**src/common/sac_pkg.sv**
```systemverilog
// Purpose: shared constants and types for the servo alarm code output block
// Assumes: one 50 MHz clock, discrete inputs already synchronous
// Notes:   alarm sources arrive as a vector of raw cause levels

// ****************************************
// package
// ****************************************
package sac_pkg;

    localparam int unsigned CLK_HZ        = 50_000_000;
    localparam int unsigned N_ALARMS      = 23;
    localparam int unsigned N_WARNINGS    = 4;
    localparam int unsigned CODE_W        = 3;
    localparam int unsigned TRQ_W         = 12;
    localparam int unsigned SPD_W         = 12;
    localparam int unsigned N_SPD_LIM     = 7;

    // output-function selector value that routes the alarm code to the status pins
    localparam logic [15:0] OUTFN_CODE_SEL = 16'hDDD1;

    // clear-method flags per alarm
    localparam logic [2:0]  CLR_POWER     = 3'h1;
    localparam logic [2:0]  CLR_KEY       = 3'h2;
    localparam logic [2:0]  CLR_INPUT     = 3'h4;

    localparam logic [CODE_W-1:0] CODE_RST = 3'h0;

    // 3-bit pin patterns per alarm, index order matches i_alarm_cause
    localparam logic [N_ALARMS*CODE_W-1:0] ALARM_CODES = {
        3'h0, 3'h0, 3'h0, 3'h3, 3'h3, 3'h3, 3'h3, 3'h0, 3'h2, 3'h4,
        3'h6, 3'h2, 3'h4, 3'h2, 3'h4, 3'h3, 3'h0, 3'h5, 3'h0, 3'h0,
        3'h0, 3'h0, 3'h2
    };
    // allowed clear methods per alarm, same index order
    localparam logic [N_ALARMS*3-1:0] ALARM_CLR = {
        3'h1, 3'h7, 3'h7, 3'h1, 3'h7, 3'h7, 3'h7, 3'h7, 3'h7, 3'h1,
        3'h1, 3'h7, 3'h7, 3'h7, 3'h1, 3'h1, 3'h1, 3'h1, 3'h1, 3'h1,
        3'h1, 3'h1, 3'h7
    };

    typedef enum logic [1:0] {
        SAC_ST_OFF   = 2'b00,
        SAC_ST_RUN   = 2'b01,
        SAC_ST_FAULT = 2'b10
    } sac_state_t;

    typedef struct packed {
        logic zero_speed;
        logic ready;
        logic speed_reached;
    } sac_status_t;

    typedef struct packed {
        logic [TRQ_W-1:0] torque_cmd;
        logic             motor_free;
        logic             rotate_en;
    } sac_drive_t;

endpackage

```
**src/verilog/sac_latch.sv**
```systemverilog
// Purpose: latches each alarm cause until an allowed clear arrives
// Assumes: cause levels synchronous to i_clk
// Notes:   warnings pass through unlatched so they self-clear

module sac_latch import sac_pkg::*; #(
    parameter int unsigned N = N_ALARMS
) (
    // clock and reset
    input  wire logic         i_clk,
    input  wire logic         i_rstn,
    // causes and clear requests
    input  wire logic [N-1:0] i_cause,
    input  wire logic         i_clr_key,
    input  wire logic         i_clr_input,
    // latched alarms
    output logic      [N-1:0] o_latched
);

    if (N != N_ALARMS) begin : size_check_g
        $error("sac_latch: N must equal N_ALARMS");
    end

    typedef struct packed {
        logic [N-1:0] lat;
    } sac_latch_st_t;

    sac_latch_st_t st_reg;
    sac_latch_st_t st_next;

    function automatic logic clr_ok(input int unsigned idx, input logic key, input logic inp);
        logic [2:0] m;
        m = ALARM_CLR[idx*3 +: 3];
        return (key && (m & CLR_KEY) != 3'h0) || (inp && (m & CLR_INPUT) != 3'h0);
    endfunction

    always_comb begin
        st_next = st_reg;
        for (int unsigned k = 0; k < N; k++) begin
            // a live cause wins over any clear; clearing needs the cause gone
            if (i_cause[k]) begin
                st_next.lat[k] = 1'b1;
            end else if (clr_ok(k, i_clr_key, i_clr_input)) begin
                st_next.lat[k] = 1'b0;
            end
        end
    end

    // power cycling is the reset itself
    always_ff @(posedge i_clk or negedge i_rstn) begin
        if (!i_rstn) begin
            st_reg <= '0;
        end else begin
            st_reg <= st_next;
        end
    end

    assign o_latched = st_reg.lat;

endmodule

```
**src/verilog/sac_top.sv**
```systemverilog
// What this block does
// - any alarm turns the fault output off (open).
// - alarm code on status pins only when output function selects it.
// - warnings never put a code on the status pins.
// - no alarm: pins show zero-speed, ready, speed-reached status.
// - alarm clears only after cause gone, by its allowed methods.
// - drive enable off leaves the motor shaft free.
// - zero analog torque command gives no rotation.
// - selected speed limit caps speed; zero limit blocks rotation.
// - torque limit 1 caps torque; zero blocks rotation.
// - analog torque command scaled by maximum-output setting.
// - warnings clear themselves once their cause is removed.
//
// Purpose: torque-mode start gating and alarm signalling
// Assumes: all inputs synchronous to i_clk, 50 MHz
// Notes:   lowest-index active alarm chooses the code
//          fault output high means the output is closed (no alarm)
//          the torque path is a product, shift and clamp to torque limit 1, with no filtering
//          start inputs are levels; both on counts as no start

module sac_top import sac_pkg::*; #(
    parameter int unsigned TW = TRQ_W,
    parameter int unsigned SW = SPD_W
) (
    // clock and reset
    input  wire logic                     i_clk,
    input  wire logic                     i_rstn,
    // host discrete inputs
    input  wire logic                     i_drive_enable_input,
    input  wire logic                     i_forward_torque_start,
    input  wire logic                     i_reverse_torque_start,
    input  wire logic                     i_alarm_clear_input,
    input  wire logic                     i_front_key_set,
    // analog side, already digitised
    input  wire logic [TW-1:0]            i_analog_torque_command,
    input  wire logic [TW-1:0]            i_torque_max_output,
    input  wire logic [TW-1:0]            i_torque_limit1,
    input  wire logic [N_SPD_LIM*SW-1:0]  i_speed_limits,
    input  wire logic [2:0]               i_speed_limit_sel,
    input  wire logic [15:0]              i_output_function,
    // internal status and fault causes
    input  wire sac_status_t              i_status,
    input  wire logic [N_ALARMS-1:0]      i_alarm_cause,
    input  wire logic [N_WARNINGS-1:0]    i_warning_cause,
    // host discrete outputs
    output logic                          o_fault_output,
    output logic [CODE_W-1:0]             o_status_pins,
    output logic                          o_warning,
    // drive command
    output logic [TW-1:0]                 o_torque_cmd,
    output logic [SW-1:0]                 o_speed_cap,
    output logic                          o_rotate_en,
    output logic                          o_motor_free,
    output sac_state_t                    o_state
);

    // the limit decode and the code tables below are written for these sizes
    if (TW != TRQ_W || SW != SPD_W) begin : width_check_g
        $error("sac_top: widths fixed by package");
    end
    if (N_SPD_LIM != 7 || CODE_W != 3) begin : table_check_g
        $error("sac_top: limit decode needs seven limits and 3-bit codes");
    end

    // ****************************************
    // alarm latch
    // ****************************************
    logic [N_ALARMS-1:0] latched;

    sac_latch #(
        .N (N_ALARMS)
    ) u_latch (
        .i_clk       (i_clk),
        .i_rstn      (i_rstn),
        .i_cause     (i_alarm_cause),
        .i_clr_key   (i_front_key_set),
        .i_clr_input (i_alarm_clear_input),
        .o_latched   (latched)
    );

    function automatic logic [CODE_W-1:0] pick_code(input logic [N_ALARMS-1:0] v);
        logic [CODE_W-1:0] c;
        c = CODE_RST;
        for (int k = N_ALARMS - 1; k >= 0; k--) begin
            if (v[k]) c = ALARM_CODES[k*CODE_W +: CODE_W];
        end
        return c;
    endfunction

    // ****************************************
    // helper functions
    // ****************************************
    // only one selector value routes the code; every other value keeps status
    function automatic logic code_selected(input logic [15:0] fn);
        return fn == OUTFN_CODE_SEL;
    endfunction

    // index 7 has no limit behind it and reads as zero, which stops rotation;
    // a case keeps the part-select from running past the limit vector
    function automatic logic [SW-1:0] pick_limit(
        input logic [N_SPD_LIM*SW-1:0] lims,
        input logic [2:0]              sel
    );
        logic [SW-1:0] v;
        v = '0;
        case (sel)
            3'h0:    v = lims[0*SW +: SW];
            3'h1:    v = lims[1*SW +: SW];
            3'h2:    v = lims[2*SW +: SW];
            3'h3:    v = lims[3*SW +: SW];
            3'h4:    v = lims[4*SW +: SW];
            3'h5:    v = lims[5*SW +: SW];
            3'h6:    v = lims[6*SW +: SW];
            default: v = '0;
        endcase
        return v;
    endfunction

    // full-scale command maps to the maximum-output setting; the whole product
    // is kept so that only the deliberate shift drops bits
    function automatic logic [TW-1:0] scale_torque(
        input logic [TW-1:0] cmd,
        input logic [TW-1:0] max_out
    );
        logic [2*TW-1:0] p;
        p = cmd * max_out;
        return p[2*TW-1 -: TW];
    endfunction

    // torque limit 1 is a hard ceiling on the scaled command
    function automatic logic [TW-1:0] cap_torque(
        input logic [TW-1:0] trq,
        input logic [TW-1:0] lim
    );
        logic [TW-1:0] v;
        v = trq;
        if (trq > lim) begin
            v = lim;
        end
        return v;
    endfunction

    // host pin order: bit 0 zero speed, bit 1 ready, bit 2 speed reached
    function automatic logic [CODE_W-1:0] status_view(input sac_status_t s);
        return {s.speed_reached, s.ready, s.zero_speed};
    endfunction

    // the code replaces the status view only while an alarm is latched and the
    // output function asks for it; warnings never reach this path
    function automatic logic [CODE_W-1:0] pins_view(
        input logic                sel,
        input logic [N_ALARMS-1:0] alarms,
        input sac_status_t         s
    );
        logic [CODE_W-1:0] v;
        v = status_view(s);
        if (sel && (alarms != '0)) begin
            v = pick_code(alarms);
        end
        return v;
    endfunction

    // each condition alone blocks rotation; the caller passes the next state
    // so that an alarm or a dropped enable stops the drive on the same edge
    function automatic logic may_rotate(
        input sac_state_t    st,
        input logic          start,
        input logic [TW-1:0] cmd,
        input logic [SW-1:0] lim,
        input logic [TW-1:0] tlim
    );
        logic ok;
        ok = (st == SAC_ST_RUN);
        ok = ok && start;
        ok = ok && (cmd != '0);
        ok = ok && (lim != '0);
        ok = ok && (tlim != '0);
        return ok;
    endfunction

    // an alarm always wins; leaving the fault state goes through off so that
    // the drive restarts only once enable is seen again
    function automatic sac_state_t next_state(
        input sac_state_t cur,
        input logic       alarm,
        input logic       enable
    );
        sac_state_t n;
        n = cur;
        case (cur)
            SAC_ST_OFF: begin
                if (alarm) begin
                    n = SAC_ST_FAULT;
                end else if (enable) begin
                    n = SAC_ST_RUN;
                end
            end
            SAC_ST_RUN: begin
                if (alarm) begin
                    n = SAC_ST_FAULT;
                end else if (!enable) begin
                    n = SAC_ST_OFF;
                end
            end
            SAC_ST_FAULT: begin
                if (!alarm) begin
                    n = SAC_ST_OFF;
                end
            end
            default: n = SAC_ST_OFF;
        endcase
        return n;
    endfunction

    // ****************************************
    // state
    // ****************************************
    typedef struct packed {
        sac_state_t          st;
        logic                fault_out;
        logic [CODE_W-1:0]   pins;
        logic                warn;
        logic [TW-1:0]       torque;
        logic [SW-1:0]       spd;
        logic                rot;
        logic                free;
    } sac_top_st_t;

    sac_top_st_t st_reg;
    sac_top_st_t st_next;

    // ****************************************
    // next-state logic
    // ****************************************
    logic                alarm_any;
    logic                code_sel;
    logic [SW-1:0]       lim_sel;
    logic [TW-1:0]       trq_scaled;
    logic [TW-1:0]       trq_capped;
    logic                start_on;

    always_comb begin
        alarm_any  = |latched;
        code_sel   = code_selected(i_output_function);
        lim_sel    = pick_limit(i_speed_limits, i_speed_limit_sel);

        trq_scaled = scale_torque(i_analog_torque_command, i_torque_max_output);
        trq_capped = cap_torque(trq_scaled, i_torque_limit1);
        start_on   = i_forward_torque_start ^ i_reverse_torque_start;

        st_next           = st_reg;
        st_next.warn      = |i_warning_cause;
        st_next.fault_out = !alarm_any;
        // warnings never feed the pin view, only latched alarms do
        st_next.pins = pins_view(code_sel, latched, i_status);

        st_next.st   = next_state(st_reg.st, alarm_any, i_drive_enable_input);

        st_next.free = (st_next.st != SAC_ST_RUN);
        // zero command, zero limits or no start: command nothing
        st_next.rot  = may_rotate(st_next.st, start_on, i_analog_torque_command,
                                  lim_sel, i_torque_limit1);
        st_next.torque = st_next.rot ? trq_capped : '0;
        st_next.spd    = st_next.rot ? lim_sel : '0;
    end

    // ****************************************
    // registers
    // ****************************************
    // power-on view: fault output closed, shaft free, nothing commanded
    localparam sac_top_st_t ST_RESET = '{
        st:        SAC_ST_OFF,
        fault_out: 1'b1,
        pins:      CODE_RST,
        warn:      1'b0,
        torque:    '0,
        spd:       '0,
        rot:       1'b0,
        free:      1'b1
    };

    always_ff @(posedge i_clk or negedge i_rstn) begin
        if (!i_rstn) begin
            st_reg <= ST_RESET;
        end else begin
            st_reg <= st_next;
        end
    end

    // ****************************************
    // outputs
    // ****************************************
    assign o_fault_output = st_reg.fault_out;
    assign o_status_pins  = st_reg.pins;
    assign o_warning      = st_reg.warn;

    // ****************************************
    // drive outputs
    // ****************************************
    assign o_torque_cmd   = st_reg.torque;
    assign o_speed_cap    = st_reg.spd;
    assign o_rotate_en    = st_reg.rot;
    assign o_motor_free   = st_reg.free;
    assign o_state        = st_reg.st;

endmodule

```
**config.mk**
```make
export PLATFORM = sky130hd
export DESIGN_NAME = sac_top
export DESIGN_NICKNAME = d
export VERILOG_FILES = /design/src/common/sac_pkg.sv /design/src/verilog/sac_latch.sv /design/src/verilog/sac_top.sv
export SDC_FILE = /design/constraint.sdc
export NUM_CORES = 1
export LEC_CHECK = 0
export CAP_MARGIN = 20
export CORE_AREA = 2 2 121 123
export DETAILED_ROUTE_END_ITERATION = 8
export DIE_AREA = 0 0 123 125
export DONT_BUFFER_PORTS = 1
export PLACE_DENSITY = 0.69
export SYNTH_ARGS = -nofsm -noshare
export SYNTH_HDL_FRONTEND = slang
export SYNTH_SLANG_ARGS = --single-unit
export TNS_END_PERCENT = 10
```
**constraint.sdc**
```tcl
create_clock -name i_clk -period 3.4 [get_ports i_clk]
set_input_delay 0.17 -clock i_clk [delete_from_list [all_inputs] [get_ports i_clk]]
set_output_delay 0.17 -clock i_clk [all_outputs]
set_load 0.01 [all_outputs]
```
==> flow_summary.ini <==
[yosys]
synth_cell_types = 60
yosysSeqAreaShare_pct = 18.5
synthArstFlopShare_pct = 100
synth_edf_count = 0
ys_seq_elements = 56
synth_nets = 1167
postSynthAreaPerCell_um2 = 9.23
synth_cells = 822
synth_area_um2 = 7590
synthFlopType = dfrtp_1
yosys_warnings = 0

[grt]
grt_pass1_wl_mm = 31.3
first_global_vias = 6358
grt_max_degree = 57
grt_usage_pct = 25.4
grt_overflow = 0
antenna_found_initial = 2

[setup_path]
reg2reg_depth = 7
setup.worst_path.class = input pin to flip-flop
worst_ep_arrival_time_ns = 6.17
slowest_stage = fa_1
start_kind = input pin
worst-path-max-fanout = 12
cpPeakStageDelay_ns = 0.55
worstPathRequired_ns = 3.62
crit_path_end_kind = flip-flop
cpMostUsedCell = fa_1

[route]
drt_drc_violations_left = 0
postRouteAntennaNets = 0
drtIter0Drc = 269
finalWirelength_mm = 19.2
viasPerCell = 5.56
drtPass1Iterations = 5
num_vias = 5892
wire_per_inst_um = 18.1

[place]
dp.cells = 1022
dp_hpwl_mm = 15.6
gp_congestion = 0.902
portBuffers = 0
place_area_um2 = 8090

[timing]
max_freq_ghz = 0.168
final.period_utilization_pct = 175
hold_viol = 0
rsz0062_at_grt = yes
skew_ns = 0.0112
worst_hold_slack_ns = 0.00518
setup_ws_ns = -2.55
max_slew_margin_pct = 53.3
finalSetupViolCount = 12
worstMarginPinSlew_ns = 0.698
fin_crit_ns = 5.95
final_max_slew_viol_count = 0

[floorplan]
die_y_um = 125
core_um2 = 14200
start_util_pct = 53.4
die-area_um2 = 15400
rows = 44
io_pins = 209
chipWidth_um = 123

[clock_tree]
clockBufferDepth = 2
cts_tree = built
clk_latency_ns = 0.29
h-tree-depth = 2
clock_sinks = 56
clk_pin_slew_ns = 0.07
root_buffer = clkbuf_16
numCtsBuffers = 5

[power_and_ir_drop]
powerDensity_nw_per_um2 = 859
finalPower_mw = 7.40
peakVddDrop_uv = 568
leakage_nw = 4.25

[finish]
syn_to_final_growth_pct = 13.6
final-instance-count-excl-fill = 1060
design_area_um2 = 8620
drive_gt1_share_pct = 12.7
nNetsFinal = 1218

[status]
run_status = finished, violations left
violations = setup timing

[flow_run]
cap_violations = 0

[min_path]
hold_depth = 1
hold_path.class = input pin to flip-flop
-- cell usage in the layout (no fill, tap or decap), types with 11 or more instances in the layout --
master / Yosys / routed
a21o_1: 14 / 14
a21oi_1: 18 / 17
and2_1: 58 / 56
buf_4: 3 / 51
dfrtp_1: 54 / 54
dlygate4sd3_1: 0 / 26
fa_1: 99 / 99
ha_1: 70 / 68
inv_1: 136 / 134
mux2i_1: 28 / 27
nand2_1: 105 / 105
nor2_1: 41 / 41
nor2b_1: 11 / 11
o21ai_0: 16 / 16
or2_2: 12 / 12
-- routing by layer --
metal | up-vias | share of wire (%) | global-route usage, % | wire (um)
met5 | - | 0 | 0 | 0
met4 | 0 | 1.9 | 7.55 | 359
met3 | 28 | 8.0 | 5.11 | 1530
met2 | 243 | 51 | 44.9 | 9750
met1 | 2873 | 39 | 31.0 | 7510
li1 | 2748 | - | - | -
-- report_power, final --
part / leakage, nW / total (mW) / switching, mW / internal, mW
Clock: 0.0901 / 0.608 / 0.220 / 0.388
Sequential: 0.666 / 0.687 / 0.00966 / 0.677
Combinational: 3.50 / 6.10 / 2.84 / 3.27
-- worst paths after layout --
check / from / to / slack (ns)
min: i_alarm_cause[19] / u_latch.o_latched[19]$_DFFE_PN0P_ / 0.005
max: i_torque_max_output[6] / o_torque_cmd[0]$_DFF_PN0_ / -2.55
min in group asynchronous: i_rstn / u_latch.o_latched[2]$_DFFE_PN0P_ / 0.39
min reg2reg: u_latch.o_latched[3]$_DFFE_PN0P_ / u_latch.o_latched[3]$_DFFE_PN0P_ / 0.48
max reg2reg: u_latch.o_latched[1]$_DFFE_PN0P_ / o_torque_cmd[3]$_DFF_PN0_ / 0.74
max in group asynchronous: i_rstn / o_motor_free$_DFF_PN1_ / 2.72
-- cells by family after synthesis --
logic type               Yosys count  share of synthesized area [%]
XOR/XNOR                          13                           1.50
multiplexers                      37                           6.07
flip-flops                        56                           18.5
AND/OR/NAND/NOR                  285                           19.2
adder cells (fa/ha/maj)          169                           37.7
AO/OA/AOI/OAI                     90                           8.18
buffers and inverters            172                           8.87
-- what timing repair did --
action	CTS	global route
hold buffers	27	0
pin swaps	1	2
endpoints found under the hold margin	80	0
setup buffers	1	0
cloned	0	0
resized for setup	5	4
endpoints found under the setup margin	12	12
-- sequential cells by signal, indices dropped and copies added, names as in the netlist --
signal and cells:
o_rotate_en 1, u_latch.o_latched 23, o_status_pins 3, o_warning 1
o_torque_cmd 12, o_fault_output 1, o_state 2, o_speed_cap 12
o_motor_free 1
-- stage by stage --
stage | TNS, ns | util, % | setup WS (ns)
5_1_grt | -33.51 | 60.7 | -2.83
2_1_floorplan | -31.77 | - | -2.72
4_1_cts | -30.26 | 60.4 | -2.57
6_report | -29.85 | 60.7 | -2.55
3_3_place_gp | -31.73 | 56.9 | -2.70
3_5_place_dp | -34.90 | 56.9 | -2.98
-- synthesized netlist by cell type (7+ instances only) --
cell / number / area [um2]
a21oi_1: 18 / 90.1
nor4_1: 9 / 56.3
mux4_2: 7 / 158
ha_1: 70 / 876
nor3_1: 8 / 40.0
nand2_1: 105 / 394
or2_2: 12 / 75.1
clkbuf_1: 30 / 113
dfrtp_1: 54 / 1350
nor2_1: 41 / 154
mux2i_1: 28 / 280
and2_1: 58 / 363
xnor2_1: 10 / 87.6
nor2b_1: 11 / 68.8
o211ai_1: 10 / 75.1
inv_1: 136 / 510
fa_1: 99 / 1980
nand4_1: 8 / 50.1
nand3_1: 10 / 50.1
a21o_1: 14 / 105
o21ai_0: 16 / 80.1
-- layout make-up --
| type | count | area, um2 |
|---|---|---|
| fillers | 1182 | 5590 |
| multi-input cells | 594 | 5580 |
| flip-flops and latches | 56 | 1400 |
| repair buffers | 80 | 702 |
| inverters | 136 | 510 |
| well taps | 184 | 230 |
| clock buffers | 7 | 153 |
| clock inverters | 1 | 30.0 |
| diodes | 2 | 5.00 |
-- critical path, delay by kind of cell --
kind	cells	cell delay, ns
buffers and inverters	6	0.47
AND/OR/NAND/NOR	9	1.39
XOR/XNOR	1	0.13
adder cells (fa/ha/maj)	7	3.00
AO/OA/AOI/OAI	5	1.00
No activity file was read; power rests on OpenSTA's default activity.
